`src/logic/ocp_cfg_pkg.sv`:
```
package ocp_cfg_pkg;

    // -----------------------------------------------------------------
    // bus geometry
    // -----------------------------------------------------------------
    localparam int ADDR_W = 8;
    localparam int DATA_W = 32;
    localparam int REG_W = 16;

    // register indices; byte address is four times the index
    localparam logic [ADDR_W-1:0] CFG_INDEX = 8'h1E;
    localparam logic [ADDR_W-1:0] AUX_INDEX = 8'h20;
    localparam logic [ADDR_W-1:0] STATUS_INDEX = 8'h21;
    localparam logic [ADDR_W-1:0] CFG_ADDR = CFG_INDEX << 2;
    localparam logic [ADDR_W-1:0] AUX_ADDR = AUX_INDEX << 2;
    localparam logic [ADDR_W-1:0] STATUS_ADDR = STATUS_INDEX << 2;

    localparam logic [1:0] RESP_OKAY = 2'h0;
    localparam logic [1:0] RESP_SLVERR = 2'h2;

    // -----------------------------------------------------------------
    // field layouts
    // -----------------------------------------------------------------
    typedef enum logic [1:0] {
        AZ_INTERNAL_SYNC = 2'h0,
        AZ_OFF = 2'h1,
        AZ_EXTERNAL_SYNC = 2'h2,
        AZ_EXTERNAL_CP_GATE = 2'h3
    } autozero_t;

    typedef enum logic [1:0] {
        TRIG_COUNT_8 = 2'h0,
        TRIG_COUNT_16 = 2'h1,
        TRIG_EVERY = 2'h2,
        TRIG_NEVER = 2'h3
    } trigger_t;

    typedef struct packed {
        autozero_t autozero_select;
        logic negative_overcurrent_disable;
        logic reserved;
        logic pulse_truncation_disable;
        logic brake_on_overcurrent;
        logic rdson_sensing;
        logic overcurrent_latch_select;
        logic [3:0] negative_overcurrent_threshold;
        logic [3:0] positive_overcurrent_threshold;
    } cfg_t;

    typedef struct packed {
        logic [1:0] sense_timing_mode;
        trigger_t overcurrent_fault_trigger_select;
    } aux_t;

    localparam logic [REG_W-1:0] CFG_RESET = 16'h0833;
    localparam logic [3:0] AUX_RESET = 4'h0;
    localparam int AUX_W = 4;
    localparam logic [1:0] TMODE_GL_ON = 2'h1;

    localparam int STAT_FAULT_BIT = 0;
    localparam int STAT_POS_BIT = 1;
    localparam int STAT_NEG_BIT = 2;
    localparam int STAT_CNT_LSB = 4;

    localparam int CNT_W = 5;
    localparam logic [CNT_W-1:0] COUNT_8 = 5'h08;
    localparam logic [CNT_W-1:0] COUNT_16 = 5'h10;
    localparam logic [CNT_W-1:0] COUNT_ONE = 5'h01;

    // threshold magnitude in mV per code
    localparam int MV_W = 9;
    localparam logic [MV_W-1:0] THR_MV_TABLE [16] = '{
        9'h12C, 9'h0FA, 9'h0E1, 9'h0C8, 9'h0AF, 9'h096, 9'h07D, 9'h064,
        9'h05A, 9'h050, 9'h046, 9'h03C, 9'h032, 9'h028, 9'h01E, 9'h014
    };

endpackage : ocp_cfg_pkg

```
`src/logic/threshold_decode.sv`:
```
`timescale 1ns/1ps
`default_nettype none
module threshold_decode
    import ocp_cfg_pkg::*;
(
    input wire logic aclk,
    input wire logic aresetn,
    input wire logic [3:0] code,
    output logic [ocp_cfg_pkg::MV_W-1:0] magnitude_mv
);
    logic [MV_W-1:0] magnitude_reg;
    wire logic [MV_W-1:0] magnitude_next = THR_MV_TABLE[code];

    always_ff @(posedge aclk)
    begin
        if (!aresetn)
            magnitude_reg <= THR_MV_TABLE[CFG_RESET[3:0]];
        else
            magnitude_reg <= magnitude_next;
    end

    assign magnitude_mv = magnitude_reg;
endmodule : threshold_decode
`default_nettype wire

```
`src/logic/sense_amp_protection_config.sv`:
```
// Contract
// RULE1 - four-bit negative threshold, code 0 is -300, all-ones is -20
// RULE2 - latch bit 0 leaves fault unlatched, 1 latches it
// RULE3 - mode bit 0 selects shunt sensing, 1 selects on-resistance sensing
// RULE4 - on-resistance sensing forces timing mode to low-side-gate-on only
// RULE5 - brake bit 1 brakes on fault and latches it; 0 no braking
// RULE6 - truncation disable bit stops pwm truncation, fault triggering unchanged
// RULE7 - reserved bit 12 always reads zero
// RULE8 - negative disable bit suppresses negative truncation and fault reporting
// RULE9 - auto-zero field: internal, off, external, external with pump clock gating
// RULE10 - four-bit positive threshold, code 0 is 300 mV, all-ones 20 mV
// RULE11 - register at offset 1E, reset value 0833
// RULE12 - fault trigger after 8, 16, every event, or never
// RULE13 - writes to reserved bit ignored; other fields update on write
`timescale 1ns/1ps
`default_nettype none
module sense_amp_protection_config
    import ocp_cfg_pkg::*;
(
    input wire logic aclk,
    input wire logic aresetn,
    input wire logic [ocp_cfg_pkg::ADDR_W-1:0] awaddr,
    input wire logic awvalid,
    output logic awready,
    input wire logic [ocp_cfg_pkg::DATA_W-1:0] wdata,
    input wire logic [3:0] wstrb,
    input wire logic wvalid,
    output logic wready,
    output logic [1:0] bresp,
    output logic bvalid,
    input wire logic bready,
    input wire logic [ocp_cfg_pkg::ADDR_W-1:0] araddr,
    input wire logic arvalid,
    output logic arready,
    output logic [ocp_cfg_pkg::DATA_W-1:0] rdata,
    output logic [1:0] rresp,
    output logic rvalid,
    input wire logic rready,
    input wire logic positive_overcurrent,
    input wire logic negative_overcurrent,
    output logic truncate_pwm,
    output logic overcurrent_fault,
    output logic brake_request,
    output logic rdson_sensing,
    output logic [1:0] effective_timing_mode,
    output logic autozero_enable,
    output logic autozero_external_sync,
    output logic charge_pump_clock_gate,
    output logic [ocp_cfg_pkg::MV_W-1:0] positive_threshold_mv,
    output logic [ocp_cfg_pkg::MV_W-1:0] negative_threshold_mv
);
    import ocp_cfg_pkg::*;

    // -----------------------------------------------------------------
    // registers
    // -----------------------------------------------------------------
    cfg_t cfg_reg;
    aux_t aux_reg;
    logic aw_held_reg, w_held_reg, awready_reg, wready_reg, bvalid_reg;
    logic arready_reg, rvalid_reg;
    logic [ADDR_W-1:0] awaddr_reg;
    logic [DATA_W-1:0] wdata_reg, rdata_reg;
    logic [3:0] wstrb_reg;
    logic [1:0] bresp_reg, rresp_reg;
    logic pos_prev_reg, neg_prev_reg;
    logic [CNT_W-1:0] count_reg;
    logic fault_reg, truncate_reg, brake_reg, rdson_reg;
    logic [1:0] tmode_reg;
    logic az_en_reg, az_ext_reg, cp_gate_reg;

    // -----------------------------------------------------------------
    // write channel
    // -----------------------------------------------------------------
    wire logic aw_take = awvalid & awready_reg;
    wire logic w_take = wvalid & wready_reg;
    wire logic do_write = aw_held_reg & w_held_reg & ~bvalid_reg;
    wire logic b_done = bvalid_reg & bready;
    wire logic aw_held_next = (aw_held_reg | aw_take) & ~do_write;
    wire logic w_held_next = (w_held_reg | w_take) & ~do_write;
    wire logic bvalid_next = (bvalid_reg & ~bready) | do_write;
    wire logic wr_cfg = do_write & (awaddr_reg == CFG_ADDR);
    wire logic wr_aux = do_write & (awaddr_reg == AUX_ADDR);
    wire logic wr_stat = do_write & (awaddr_reg == STATUS_ADDR);
    wire logic wr_hit = wr_cfg | wr_aux | wr_stat;

    // byte lanes, reserved bit kept at zero
    wire logic [REG_W-1:0] cfg_bits = cfg_reg;
    wire logic [REG_W-1:0] cfg_merged = {
        wstrb_reg[1] ? wdata_reg[15:8] : cfg_bits[15:8],
        wstrb_reg[0] ? wdata_reg[7:0] : cfg_bits[7:0]};
    wire cfg_t cfg_written = cfg_t'(cfg_merged);
    cfg_t cfg_next;
    always_comb
    begin
        cfg_next = cfg_reg;
        if (wr_cfg)
        begin
            cfg_next = cfg_written;                            // [RULE13]
        end
        cfg_next.reserved = 1'b0;                              // [RULE7] [RULE13]
    end
    wire aux_t aux_next = (wr_aux & wstrb_reg[0]) ? aux_t'(wdata_reg[AUX_W-1:0]) : aux_reg;
    wire logic clear_fault = wr_stat & wstrb_reg[0] & wdata_reg[STAT_FAULT_BIT];

    always_ff @(posedge aclk)
    begin
        if (!aresetn)
        begin
            aw_held_reg <= 1'b0;
            w_held_reg <= 1'b0;
            awready_reg <= 1'b0;
            wready_reg <= 1'b0;
            bvalid_reg <= 1'b0;
            bresp_reg <= RESP_OKAY;
            awaddr_reg <= '0;
            wdata_reg <= '0;
            wstrb_reg <= '0;
        end
        else
        begin
            aw_held_reg <= aw_held_next;
            w_held_reg <= w_held_next;
            awready_reg <= ~aw_held_next & ~bvalid_next;
            wready_reg <= ~w_held_next & ~bvalid_next;
            bvalid_reg <= bvalid_next;
            if (do_write)
                bresp_reg <= wr_hit ? RESP_OKAY : RESP_SLVERR;
            if (aw_take)
                awaddr_reg <= awaddr;
            if (w_take)
            begin
                wdata_reg <= wdata;
                wstrb_reg <= wstrb;
            end
        end
    end

    always_ff @(posedge aclk)
    begin
        if (!aresetn)
        begin
            cfg_reg <= cfg_t'(CFG_RESET);                      // [RULE11]
            aux_reg <= aux_t'(AUX_RESET);
        end
        else
        begin
            cfg_reg <= cfg_next;
            aux_reg <= aux_next;
        end
    end

    // -----------------------------------------------------------------
    // read channel
    // -----------------------------------------------------------------
    wire logic ar_take = arvalid & arready_reg;
    wire logic rvalid_next = (rvalid_reg & ~rready) | ar_take;
    wire logic [DATA_W-1:0] stat_word = {{(DATA_W-STAT_CNT_LSB-CNT_W){1'b0}}, count_reg,
        1'b0, neg_prev_reg & ~cfg_reg.negative_overcurrent_disable, pos_prev_reg, fault_reg};
    wire logic rd_cfg = araddr == CFG_ADDR;
    wire logic rd_aux = araddr == AUX_ADDR;
    wire logic rd_stat = araddr == STATUS_ADDR;
    wire logic [DATA_W-1:0] rd_word =
        rd_cfg ? {{(DATA_W-REG_W){1'b0}}, cfg_bits} :         // [RULE7]
        rd_aux ? {{(DATA_W-AUX_W){1'b0}}, aux_reg} :
        rd_stat ? stat_word : '0;
    wire logic [1:0] rd_resp = (rd_cfg | rd_aux | rd_stat) ? RESP_OKAY : RESP_SLVERR;
    wire cfg_t rd_cfg_view = cfg_t'(rdata_reg[REG_W-1:0]);

    always_ff @(posedge aclk)
    begin
        if (!aresetn)
        begin
            arready_reg <= 1'b0;
            rvalid_reg <= 1'b0;
            rdata_reg <= '0;
            rresp_reg <= RESP_OKAY;
        end
        else
        begin
            arready_reg <= ~rvalid_next;
            rvalid_reg <= rvalid_next;
            if (ar_take)
            begin
                rdata_reg <= rd_word;
                rresp_reg <= rd_resp;
            end
        end
    end

    // -----------------------------------------------------------------
    // protection logic
    // -----------------------------------------------------------------
    // negative comparator is masked before edge detection, so a disabled
    // negative trip never counts, truncates or reports
    wire logic neg_live = negative_overcurrent & ~cfg_reg.negative_overcurrent_disable; // [RULE8]
    wire logic oc_level = positive_overcurrent | neg_live;
    wire logic oc_event = (positive_overcurrent & ~pos_prev_reg) |
        (neg_live & ~neg_prev_reg);
    wire logic fault_latched = cfg_reg.overcurrent_latch_select |    // [RULE2]
        cfg_reg.brake_on_overcurrent;                                // [RULE5]
    logic [CNT_W-1:0] count_target;
    always_comb
    begin
        case (aux_reg.overcurrent_fault_trigger_select)                // [RULE12]
            TRIG_COUNT_8: count_target = COUNT_8;
            TRIG_COUNT_16: count_target = COUNT_16;
            TRIG_EVERY: count_target = COUNT_ONE;
            default: count_target = '0;
        endcase
    end
    wire logic trig_never = aux_reg.overcurrent_fault_trigger_select == TRIG_NEVER;
    wire logic [CNT_W-1:0] count_inc = CNT_W'(count_reg + COUNT_ONE);
    // a count left over from a longer trigger setting trips on the next event if it is already at or past the new target minus one
    wire logic fault_set = oc_event & ~trig_never & (count_inc >= count_target); // [RULE12]
    // unlatched faults drop once the comparators are quiet; a new event wins
    wire logic fault_drop = fault_latched ? clear_fault : (~oc_level | clear_fault); // [RULE2]
    wire logic fault_next = fault_set | (fault_reg & ~fault_drop);
    wire logic [CNT_W-1:0] count_next = (fault_set | clear_fault | trig_never) ? '0 :
        oc_event ? count_inc : count_reg;
    // truncation ignores the trigger setting, even in the never case
    wire logic truncate_next = oc_level & ~cfg_reg.pulse_truncation_disable; // [RULE6] [RULE8]
    wire logic brake_next = fault_next & cfg_reg.brake_on_overcurrent;      // [RULE5]
    wire logic [1:0] tmode_next = cfg_reg.rdson_sensing ? TMODE_GL_ON :     // [RULE4]
        aux_reg.sense_timing_mode;
    wire autozero_t az_sel = cfg_reg.autozero_select;
    wire logic az_en_next = az_sel != AZ_OFF;                               // [RULE9]
    wire logic az_ext_next = (az_sel == AZ_EXTERNAL_SYNC) | (az_sel == AZ_EXTERNAL_CP_GATE);
    wire logic cp_gate_next = az_sel == AZ_EXTERNAL_CP_GATE;                // [RULE9]

    always_ff @(posedge aclk)
    begin
        if (!aresetn)
        begin
            pos_prev_reg <= 1'b0;
            neg_prev_reg <= 1'b0;
            count_reg <= '0;
            fault_reg <= 1'b0;
            truncate_reg <= 1'b0;
            brake_reg <= 1'b0;
            rdson_reg <= 1'b0;
            tmode_reg <= '0;
            az_en_reg <= 1'b1;
            az_ext_reg <= 1'b0;
            cp_gate_reg <= 1'b0;
        end
        else
        begin
            pos_prev_reg <= positive_overcurrent;
            neg_prev_reg <= neg_live;
            count_reg <= count_next;
            fault_reg <= fault_next;
            truncate_reg <= truncate_next;
            brake_reg <= brake_next;
            rdson_reg <= cfg_reg.rdson_sensing;                 // [RULE3]
            tmode_reg <= tmode_next;
            az_en_reg <= az_en_next;
            az_ext_reg <= az_ext_next;
            cp_gate_reg <= cp_gate_next;
        end
    end

    // -----------------------------------------------------------------
    // threshold decoders
    // -----------------------------------------------------------------
    threshold_decode pos_decode (                               // [RULE10]
        .aclk(aclk),
        .aresetn(aresetn),
        .code(cfg_reg.positive_overcurrent_threshold),
        .magnitude_mv(positive_threshold_mv)
    );
    threshold_decode neg_decode (                               // [RULE1]
        .aclk(aclk),
        .aresetn(aresetn),
        .code(cfg_reg.negative_overcurrent_threshold),
        .magnitude_mv(negative_threshold_mv)
    );

    assign awready = awready_reg;
    assign wready = wready_reg;
    assign bvalid = bvalid_reg;
    assign bresp = bresp_reg;
    assign arready = arready_reg;
    assign rvalid = rvalid_reg;
    assign rdata = rdata_reg;
    assign rresp = rresp_reg;
    assign truncate_pwm = truncate_reg;
    assign overcurrent_fault = fault_reg;
    assign brake_request = brake_reg;
    assign rdson_sensing = rdson_reg;
    assign effective_timing_mode = tmode_reg;
    assign autozero_enable = az_en_reg;
    assign autozero_external_sync = az_ext_reg;
    assign charge_pump_clock_gate = cp_gate_reg;
endmodule : sense_amp_protection_config
`default_nettype wire

```
`config.mk`:
```
export PLATFORM = sky130hd
export DESIGN_NAME = sense_amp_protection_config
export DESIGN_NICKNAME = d
export VERILOG_FILES = /design/src/logic/ocp_cfg_pkg.sv /design/src/logic/threshold_decode.sv /design/src/logic/sense_amp_protection_config.sv
export SDC_FILE = /design/constraint.sdc
export NUM_CORES = 1
export LEC_CHECK = 0
export ABC_AREA = 1
export BUFFER_PORTS_ARGS = -buffer_cell sky130_fd_sc_hd__buf_2
export CELL_PAD_IN_SITES_DETAIL_PLACEMENT = 1
export CELL_PAD_IN_SITES_GLOBAL_PLACEMENT = 1
export CORE_AREA = 2 2 109 111
export DETAILED_ROUTE_END_ITERATION = 6
export DIE_AREA = 0 0 111 113
export GPL_TIMING_DRIVEN = 0
export PLACE_DENSITY = 0.85
export RECOVER_POWER = 25
export SKIP_CTS_REPAIR_TIMING = 1
export SLEW_MARGIN = 20
export SYNTH_ARGS = -nofsm -noshare
export SYNTH_HDL_FRONTEND = slang
export SYNTH_SLANG_ARGS = --single-unit
```
`constraint.sdc`:
```
create_clock -name aclk -period 4.56 [get_ports aclk]
set_input_delay 0.456 -clock aclk [delete_from_list [all_inputs] [get_ports aclk]]
set_output_delay 0.456 -clock aclk [all_outputs]
set_load 0.01 [all_outputs]
```
==> results of run 1 <==
-- cell usage in the layout (no fill, tap or decap), types with 5 or more instances in the layout --
cell type                     n
sky130_fd_sc_hd__a21oi_1     39
sky130_fd_sc_hd__buf_2       77
sky130_fd_sc_hd__buf_4       19
sky130_fd_sc_hd__clkbuf_1    30
sky130_fd_sc_hd__clkbuf_16    9
sky130_fd_sc_hd__conb_1      19
sky130_fd_sc_hd__dfxtp_1    102
sky130_fd_sc_hd__ha_1        16
sky130_fd_sc_hd__inv_1       67
sky130_fd_sc_hd__nand2_1     82
sky130_fd_sc_hd__nand3_1     15
sky130_fd_sc_hd__nor2_1     105
sky130_fd_sc_hd__nor3_1       7
sky130_fd_sc_hd__o211ai_1     9
sky130_fd_sc_hd__o21ai_0     70
sky130_fd_sc_hd__o22ai_1      5
sky130_fd_sc_hd__xor2_1       5
-- worst register-to-register path, cell delays in order, from the launching register on --
cell                      delay (ns)
sky130_fd_sc_hd__dfxtp_1        0.46
sky130_fd_sc_hd__ha_1           0.21
sky130_fd_sc_hd__nand2_1        0.08
sky130_fd_sc_hd__nor2_1         0.12
sky130_fd_sc_hd__xor2_1         0.23
sky130_fd_sc_hd__ha_1           0.28
sky130_fd_sc_hd__nand2_1        0.10
sky130_fd_sc_hd__nor2_1         0.05
sky130_fd_sc_hd__nand3_1        0.07
sky130_fd_sc_hd__nand2_1        0.05
sky130_fd_sc_hd__inv_1          0.05
sky130_fd_sc_hd__nand2_1        0.06
sky130_fd_sc_hd__nand2_1        0.06
sky130_fd_sc_hd__nand2_1        0.16
sky130_fd_sc_hd__nor2_1         0.14
-- per-stage QoR --
| stage | util [%] | area, um^2 |
|---|---|---|
| 3_5_place_dp | 44.8 | 5050 |
| 3_3_place_gp | 44.8 | 5050 |
| 2_1_floorplan | - | 4420 |
| 5_1_grt | 47.0 | 5300 |
| 4_1_cts | 47.3 | 5330 |
| 6_report | 47.0 | 5300 |
-- power groups by stage --
stage | sequential [W] | clock [W] | combinational, W
2_1_floorplan | 0.000966 | 0 | 0.000107
3_3_place_gp | 0.000966 | 0 | 0.000168
3_5_place_dp | 0.000969 | 0 | 0.000178
4_1_cts | 0.000948 | 0.000744 | 0.000180
5_1_grt | 0.000952 | 0.000781 | 0.000200
6_report | 0.000948 | 0.000729 | 0.000179
-- cell usage after synthesis --
library cell	instances
sky130_fd_sc_hd__nor2_4	1
sky130_fd_sc_hd__conb_1	1
sky130_fd_sc_hd__nand4_1	1
sky130_fd_sc_hd__ha_1	16
sky130_fd_sc_hd__dfxtp_1	102
sky130_fd_sc_hd__clkinv_1	2
sky130_fd_sc_hd__o21ai_0	70
sky130_fd_sc_hd__o211ai_1	9
sky130_fd_sc_hd__inv_2	2
sky130_fd_sc_hd__o21ai_2	1
sky130_fd_sc_hd__nor4_1	2
sky130_fd_sc_hd__xor2_1	5
sky130_fd_sc_hd__a21oi_1	39
sky130_fd_sc_hd__inv_1	67
sky130_fd_sc_hd__nor3_2	2
sky130_fd_sc_hd__buf_2	10
sky130_fd_sc_hd__buf_1	1
sky130_fd_sc_hd__o22ai_1	5
sky130_fd_sc_hd__nor2_1	105
sky130_fd_sc_hd__buf_4	19
sky130_fd_sc_hd__nand3_1	15
sky130_fd_sc_hd__clkbuf_1	6
sky130_fd_sc_hd__nand2_2	1
sky130_fd_sc_hd__nand3_2	2
sky130_fd_sc_hd__nor3_1	7
sky130_fd_sc_hd__nand2_1	82
sky130_fd_sc_hd__nand3b_1	3
sky130_fd_sc_hd__nor3_4	1
-- kinds of logic (layout without fill, tap and decap cells) --
family	Yosys count	count (layout)	share of synthesized area [%]
AND/OR/NAND/NOR	222	222	21.3
AO/OA/AOI/OAI	124	124	15.0
buffers and inverters	107	212	11.1
flip-flops	102	102	46.9
adder cells (fa/ha/maj)	16	16	4.60
XOR/XNOR	5	5	1.01
other	1	19	0.0861
-- layout make-up --
| class | count | area, um^2 |
|---|---|---|
| Tap cell | 143 | 179 |
| Clock inverter | 4 | 32.5 |
| Sequential cell | 102 | 2040 |
| Timing Repair Buffer | 90 | 427 |
| Clock buffer | 11 | 243 |
| Inverter | 71 | 267 |
| Multi-Input combinational cell | 386 | 1900 |
| Buffer | 36 | 214 |
| Fill cell | 1472 | 5970 |
-- layer usage --
layer / vias to the layer above / track usage [%]
li1: 2038 / -
met1: 1964 / 24.4
met2: 92 / 39.6
met3: 23 / 3.37
met4: 0 / 10.6
met5: - / 0
-- worst min-delay path by stage --
stage	startpoint	end	slack (ns)	cells after the start
after floorplan	az_sel[0]$_SDFFE_PN0P_	autozero_enable$_SDFF_PN1_	0.39	1
after global placement	awaddr_reg[0]$_SDFFE_PN0P_	awaddr_reg[0]$_SDFFE_PN0P_	0.44	2
after detailed placement	az_sel[0]$_SDFFE_PN0P_	autozero_enable$_SDFF_PN1_	0.46	1
after CTS	positive_overcurrent	pos_prev_reg$_SDFF_PN0_	0.32	3
after global routing	positive_overcurrent	pos_prev_reg$_SDFF_PN0_	0.35	3
final	positive_overcurrent	pos_prev_reg$_SDFF_PN0_	0.34	3
==> impl_metrics.toml, run 1 <==
[clocking]
cts_max_level = 3
clk-insertion-delay-late_ns = 0.36
tritoncts.num_buffers = 9
cts_root_buffer_type = "sky130_fd_sc_hd__clkbuf_16"
clkSinkCount = 102
bufs_on_longest_clock_path = 2
clk_pin_slew_ns = 0.07
cts_tree = "done"

[floorplan]
die_height_um = 113
initial_core_util_pct = 38.6
floorplan_die_area_um2 = 12500
placementRows = 39
die_width_um = 111
fp.coreArea_um2 = 11300
top_level_ports = 129

[sta]
slew_headroom_pct = 52.5
layout_setup_ws_ns = 2.38
timing.final.crit_share_pct = 47.8
final.hold.worst_slack_ns = 0.337
worst-slew-pin-transition_ns = 0.713
fin_crit_ns = 2.18
unrepaired_setup_endpoints_after_global_routing = "false"
count_of_endpoints_failing_setup_in_the_final_report = 0
report.final.hold_viol_count = 0
final_max_slew_viol_count = 0
final.setup_skew_ns = 0.00939
totalNegativeSetupSlack_ns = 0
max_freq_ghz = 0.459

[worst_setup_path]
cp_slowest_stage_delay_ns = 0.46
r2r-start = "count_reg[0]$_SDFFE_PP0P_"
rrSetupSlack_ns = 2.38
crit_family = "simple AND/OR/NAND/NOR gates"
setup.worst_path.end_class = "flop"
ff2ff_path_depth = 14
worstSetupStartpoint = "count_reg[0]$_SDFFE_PP0P_"
path_cells = "ha_1, nand2_1, nor2_1, xor2_1, ha_1, nand2_1, nor2_1, nand3_1, nand2_1, inv_1, nand2_1, nand2_1, nand2_1, nor2_1"
criticalPathCategory = "reg -> reg"
critical_path.startpoint_type = "flop"
critPathArrivalTime_ns = 2.47
critPathMaxFanout = 5
crit-reg2reg-capture = "count_reg[3]$_SDFFE_PP0P_"
critical-path-top-cell-by-count = "sky130_fd_sc_hd__nand2_1"
critical_path.endpoint = "count_reg[3]$_SDFFE_PP0P_"
cp.depth = 14
critical_path.n_buffers_inverters = 1
cp_slowest_cell = "sky130_fd_sc_hd__dfxtp_1"
timing.critical_path.required_ns = 4.85

[place]
instance_count_after_placement_with_tap_cells_included = 828
placement.setup.worst_slack_ns = 2.39
gp_routability_congestion = 0.858
portBuffers = 90
hpwl_um = 10300

[yosys]
ys_top_cells_by_area = "sky130_fd_sc_hd__dfxtp_1 47%, sky130_fd_sc_hd__nor2_1 9.0%, sky130_fd_sc_hd__o21ai_0 8.0%"
synthDominantCellAreaShare_pct = 46.9
netlist_area_um2 = 4360
ys_warn_count = 0
synth.distinct_cells = 28
yosysSeqAreaShare_pct = 46.9
postSynthCellCount = 577
postSynthAreaPerCell_um2 = 7.55
post-synth-top-area-cell = "sky130_fd_sc_hd__dfxtp_1"
ys_seq_elements = 102

[global_route]
total_track_usage_pct = 21.6
grt_pass1_vias = 4365
grt_max_degree = 17
antenna_found_initial = 0
globalRoute.totalOverflow = 0
grt_pass1_wl_um = 21300

[drt]
antenna_violating_nets_post_route = 0
detail_route.wirelength.met1_um = 5630
drtIter0Drc = 150
num_vias = 4117
highest_metal_layer_with_signal_wires = "met4"
drc_violations_left = 0
drt_wl_total_um = 13300
met3WireLength_um = 533
routed_wire_length_per_instance_um = 15.8
met2_wirelength_um = 6740
drt_first_pass_iters = 4
vias_per_cell = 4.88

[job]
max-cap-violations = 0

[layout]
fin_nets = 773
n_antenna_cell = 0
final_layout_size_suffix_gt1_share_pct = 17.1
post_synthesis_to_final_layout_area_growth_pct = 21.7
stdcell_count = 843

[power_and_ir_drop]
part_of_the_power_in_combinational_logic_pct = 9.6
static-leakage-power_nw = 2.51
cellPowerDensity_nw_per_um2 = 350
fraction_of_power_consumed_by_the_clock_network_pct = 39.3
fin_total_pwr_w = 0.00186
internal-power_w = 0.00138
p_switching_w = 0.000480
share_seq_of_total_power_pct = 51.1
vdd_ir_drop_max_mv = 0.201
swShare_pct = 25.8

[outcome]
status = "completed"

[worst_hold_path]
holdCritPathClass = "in -> reg"
Power figures use the tool's default switching activity.
==> inputs of run 2 (changes only) <==
CORE_AREA = 2 2 118 120   (was 2 2 109 111)
DIE_AREA = 0 0 120 122   (was 0 0 111 113)
PLACE_DENSITY = 0.77   (was 0.85)
clock period = 1.85 ns   (was 4.56 ns; I/O delays follow)
==> run 2 against run 1 <==
The run now ends with negative setup slack left. Sequential cell count unchanged. Clock skew decreased by 0.00075 ns. Die area is 17% higher. Critical endpoint is now count_reg[2]$_SDFFE_PP0P_. Largest cell class unchanged. Largest power group unchanged.
==> impl_metrics.toml, run 2 (synthesized netlist as in run 1, its figures left out) <==
[layout]
highest_count_cells_in_the_layout_ignoring_fill_and_taps = "101 x sky130_fd_sc_hd__nor2_1, 100 x sky130_fd_sc_hd__dfxtp_1, 77 x sky130_fd_sc_hd__nand2_1"
post_synthesis_to_final_layout_area_growth_pct = 24.7
fin_nets = 774
n_antenna_cell = 0
layout_commonest_cell = "sky130_fd_sc_hd__nor2_1"
final_layout_size_suffix_gt1_share_pct = 18.7

[clocking]
clkSinkCount = 102
cts_tree = "done"
bufs_on_longest_clock_path = 2
cts_root_buffer_type = "sky130_fd_sc_hd__clkbuf_16"
clk_pin_slew_ns = 0.07
cts_max_level = 3
tritoncts.num_buffers = 9
clk-insertion-delay-late_ns = 0.35

[worst_hold_path]
worstHoldEndpoint = "pos_prev_reg$_SDFF_PN0_"
whs_path_depth = 3
min-delay-start = "positive_overcurrent"
holdCritPathClass = "in -> reg"

[worst_setup_path]
timing.critical_path.required_ns = 2.09
critPathMaxFanout = 5
r2r-start = "count_reg[0]$_SDFFE_PP0P_"
setup.worst_path.end_class = "flop"
criticalPathCategory = "reg -> reg"
crit-reg2reg-capture = "count_reg[2]$_SDFFE_PP0P_"
ff2ff_path_depth = 14
rrSetupSlack_ns = -0.07
critPathArrivalTime_ns = 2.16
critical_path.startpoint_type = "flop"

[floorplan]
top_level_ports = 129
initial_core_util_pct = 32.3
fp.coreArea_um2 = 13500
die_height_um = 122
die_width_um = 120
placementRows = 43
floorplan_die_area_um2 = 14600

[power_and_ir_drop]
vdd_ir_drop_max_mv = 0.527
static-leakage-power_nw = 2.51
fin_total_pwr_w = 0.00464
cellPowerDensity_nw_per_um2 = 855

[drt]
routed_wire_length_per_instance_um = 14.7
drc_violations_left = 0
antenna_violating_nets_post_route = 0
drtIter0Drc = 133
num_vias = 4075
vias_per_cell = 4.62
drt_wl_total_um = 13000
drt_first_pass_iters = 4

[sta]
fin_crit_ns = 1.92
final.setup_skew_ns = 0.00864
unrepaired_setup_endpoints_after_global_routing = "true"
worst-slew-pin-transition_ns = 0.654
max_freq_ghz = 0.520
slew_headroom_pct = 56.4
timing.final.crit_share_pct = 104
final_max_slew_viol_count = 0
count_of_endpoints_failing_setup_in_the_final_report = 6
layout_setup_ws_ns = -0.0721
report.final.hold_viol_count = 0

[place]
hpwl_um = 10100
portBuffers = 90
gp_routability_congestion = 0.838
placement.setup.worst_slack_ns = -0.265

[global_route]
grt_max_degree = 18
grt_pass1_wl_um = 20500
globalRoute.totalOverflow = 0
antenna_found_initial = 0
total_track_usage_pct = 17.9
grt_pass1_vias = 4119

[outcome]
status = "complete, but fails checks"
failed_checks = "negative setup slack"

[job]
max-cap-violations = 0
-- run 2: changes by cell type in the layout (fill, tap and decap cells not counted), moves of 3 or more --
cell / delta
sky130_fd_sc_hd__nor2_2: +3
sky130_fd_sc_hd__clkbuf_1: +7
sky130_fd_sc_hd__nand2_1: -5
sky130_fd_sc_hd__buf_2: -8
sky130_fd_sc_hd__nand2_2: +3
sky130_fd_sc_hd__nor2_1: -4
-- run 2: worst max path at each step --
stage                                   start                   endpoint  slack [ns]  cells past startpoint
floorplan           count_reg[0]$_SDFFE_PP0P_  count_reg[0]$_SDFFE_PP0P_        0.09                     14
global placement    count_reg[0]$_SDFFE_PP0P_  count_reg[1]$_SDFFE_PP0P_       -0.22                     14
detailed placement  count_reg[0]$_SDFFE_PP0P_  count_reg[4]$_SDFFE_PP0P_       -0.27                     14
CTS                 count_reg[0]$_SDFFE_PP0P_  count_reg[4]$_SDFFE_PP0P_       -0.28                     14
global route        count_reg[0]$_SDFFE_PP0P_  count_reg[2]$_SDFFE_PP0P_       -0.20                     14
finish              count_reg[0]$_SDFFE_PP0P_  count_reg[2]$_SDFFE_PP0P_       -0.07                     14
-- run 2: metal layers --
metal  global-route usage, %  vias to the layer above  routed length, um
met1                    21.8                     1922               5840
met2                    31.6                       88               6380
li1                        -                     2043                  -
met4                    6.99                        0                281
met5                       0                        -                  0
met3                    3.09                       22                475
-- run 2: report_power, final --
group | switching [W] | internal [W]
Clock | 0.000856 | 0.000998
Sequential | 0.0000569 | 0.00228
Combinational | 0.000278 | 0.000175
Total | 0.00119 | 0.00345
-- run 2: area by class of cell --
| class | instances | area (um^2) |
|---|---|---|
| buffer | 36 | 216 |
| fill | 1737 | 8070 |
| clock buffer | 11 | 253 |
| clock inverter | 5 | 40.0 |
| inverter | 71 | 267 |
| timing repair buffer | 91 | 422 |
| multi-input combinational | 386 | 1960 |
| sequential | 102 | 2050 |
| tap | 180 | 225 |
-- run 2: critical path, stage by stage, from the launching register on --
cell	delay, ns
sky130_fd_sc_hd__dfxtp_4	0.36
sky130_fd_sc_hd__ha_4	0.17
sky130_fd_sc_hd__nand2_4	0.07
sky130_fd_sc_hd__nor2_4	0.05
sky130_fd_sc_hd__xor2_2	0.18
sky130_fd_sc_hd__ha_1	0.31
sky130_fd_sc_hd__nand2_2	0.07
sky130_fd_sc_hd__nor2_2	0.11
sky130_fd_sc_hd__nand3_1	0.08
sky130_fd_sc_hd__nand2_1	0.08
sky130_fd_sc_hd__inv_2	0.04
sky130_fd_sc_hd__nand2_2	0.08
sky130_fd_sc_hd__nand2_2	0.07
sky130_fd_sc_hd__nand2_4	0.11
sky130_fd_sc_hd__nor2_1	0.05
-- run 2: metrics by stage --
stage	hold WS (ns)	utilization [%]	instance area [um^2]	TNS [ns]	instances
global route	0.0686	40.2	5430	-1.23	882
floorplan	0.283	-	4420	0	595
detailed placement	0.434	37.8	5100	-1.56	865
global placement	0.417	37.8	5100	-1.36	865
CTS	0.0706	39.9	5390	-1.61	881
finish	0.0710	40.2	5430	-0.368	882
==> inputs of run 3 (changes only) <==
CORE_AREA = 2 2 125 114   (was 2 2 118 120)
DIE_AREA = 0 0 127 116   (was 0 0 120 122)
==> run 3 against run 2 <==
Critical path depth stayed put. Critical path type unchanged. Die area is 0.63% higher. Critical endpoint is now count_reg[3]$_SDFFE_PP0P_. Clock power is 3% lower. Sequential cell count stayed put. The run still ends with negative setup slack left. Largest cell class unchanged.
==> impl_metrics.toml, run 3 (synthesized netlist as in run 1, its figures left out) <==
[worst_hold_path]
holdCritPathClass = "in -> reg"

[drt]
met3WireLength_um = 535
antenna_violating_nets_post_route = 0
highest_metal_layer_with_signal_wires = "met4"
vias_per_cell = 4.69
drc_violations_left = 0
met2_wirelength_um = 6290
detail_route.wirelength.met1_um = 6230
drt_first_pass_iters = 4
num_vias = 4087
routed_wire_length_per_instance_um = 15.3
drt_wl_total_um = 13400
drtIter0Drc = 132

[sta]
final.hold.worst_slack_ns = 0.0553
layout_setup_ws_ns = -0.0408
timing.final.crit_share_pct = 102
report.final.hold_viol_count = 0
unrepaired_setup_endpoints_after_global_routing = "true"
worst-slew-pin-transition_ns = 0.736
max_freq_ghz = 0.529
fin_crit_ns = 1.89
final_max_slew_viol_count = 0
count_of_endpoints_failing_setup_in_the_final_report = 6
slew_headroom_pct = 51.0
final.setup_skew_ns = 0.00876

[clocking]
clk-insertion-delay-late_ns = 0.35
tritoncts.num_buffers = 9
cts_tree = "done"
bufs_on_longest_clock_path = 2
cts_max_level = 3
clk_pin_slew_ns = 0.07
clkSinkCount = 102
cts_root_buffer_type = "sky130_fd_sc_hd__clkbuf_16"

[place]
hpwl_um = 10400
portBuffers = 90
gp_routability_congestion = 0.847
instance_count_after_placement_with_tap_cells_included = 853

[worst_setup_path]
timing.critical_path.required_ns = 2.10
cp_slowest_cell = "sky130_fd_sc_hd__dfxtp_4"
critPathMaxFanout = 5
critical-path-top-cell-by-count = "sky130_fd_sc_hd__nand2_4"
cp_slowest_stage_delay_ns = 0.37
critPathArrivalTime_ns = 2.14
rrSetupSlack_ns = -0.04
setup.worst_path.end_class = "flop"
critical_path.startpoint_type = "flop"
criticalPathCategory = "reg -> reg"
path_cells = "ha_4, nand2_4, nor2_4, xor2_2, ha_4, nand2_4, nor2_2, nand3_1, nand2_1, inv_1, nand2_2, nand2_2, nand2_4, nor2_1"

[power_and_ir_drop]
vdd_ir_drop_max_mv = 0.463
fin_total_pwr_w = 0.00461
static-leakage-power_nw = 2.52
cellPowerDensity_nw_per_um2 = 847

[layout]
post_synthesis_to_final_layout_area_growth_pct = 24.9
n_fill_cell = 1694
layout_commonest_cell = "sky130_fd_sc_hd__nor2_1"
n_antenna_cell = 0
highest_count_cells_in_the_layout_ignoring_fill_and_taps = "101 x sky130_fd_sc_hd__nor2_1, 100 x sky130_fd_sc_hd__dfxtp_1, 77 x sky130_fd_sc_hd__nand2_1"
stdcell_count = 872
final_layout_size_suffix_gt1_share_pct = 18.8
fin_nets = 777

[global_route]
total_track_usage_pct = 18.7
globalRoute.totalOverflow = 0
grt_pass1_vias = 4242
grt_max_degree = 16
grt_pass1_wl_um = 21500
antenna_found_initial = 0

[floorplan]
top_level_ports = 129
initial_core_util_pct = 32.7
floorplan_die_area_um2 = 14700
fp.coreArea_um2 = 13300
die_height_um = 116
placementRows = 40
die_width_um = 127

[outcome]
failed_checks = "negative setup slack"
status = "complete, but fails checks"

[job]
max-cap-violations = 0
==> run 3: where the power goes <==
group          internal, W  switching, W
logic             0.000179      0.000279
clock network     0.000977      0.000827
registers          0.00228     0.0000650
total              0.00343       0.00117
==> run 3: worst max-delay path: cells and delay by family (launching register included) <==
kind,cells,cell delay [ns]
fa+ha+maj,2,0.47
flops,1,0.37
simple gates,10,0.71
xor+xnor,1,0.19
buf+inv,1,0.05
==> run 3: stage by stage <==
| step | worst slack [ns] | cell area (um^2) | TNS (ns) | utilization [%] |
|---|---|---|---|---|
| finish | -0.0408 | 5440 | -0.193 | 40.9 |
| global route | -0.161 | 5440 | -0.936 | 40.9 |
| CTS | -0.348 | 5360 | -2.23 | 40.3 |
| detailed placement | -0.333 | 5080 | -2.12 | 38.2 |
| global placement | -0.174 | 5080 | -1.02 | 38.2 |
| floorplan | 0.0867 | 4420 | 0 | - |
==> run 3: final timing paths <==
check / start / end / cells after the start
min reg2reg: awaddr_reg[1]$_SDFFE_PN0P_ / awaddr_reg[1]$_SDFFE_PN0P_ / 2
max reg2reg: count_reg[0]$_SDFFE_PP0P_ / count_reg[3]$_SDFFE_PP0P_ / 14
min: positive_overcurrent / pos_prev_reg$_SDFF_PN0_ / 3
max: count_reg[0]$_SDFFE_PP0P_ / count_reg[3]$_SDFFE_PP0P_ / 14
==> run 3: metal layers <==
| layer | track usage [%] | up-vias |
|---|---|---|
| met5 | 0 | - |
| met4 | 8.94 | 0 |
| met3 | 3.05 | 23 |
| met2 | 31.8 | 113 |
| met1 | 23.5 | 1900 |
| li1 | - | 2051 |
==> run 3: layout make-up <==
| type | count | area, um^2 | share of cell area [%] |
|---|---|---|---|
| inverter | 71 | 267 | 4.90 |
| multi-input combinational | 386 | 1980 | 36.4 |
| timing repair buffer | 94 | 444 | 8.16 |
| buffer | 36 | 216 | 3.98 |
| tap | 168 | 210 | 3.86 |
| clock inverter | 3 | 20.0 | 0.368 |
| clock buffer | 12 | 256 | 4.71 |
| sequential | 102 | 2050 | 37.6 |
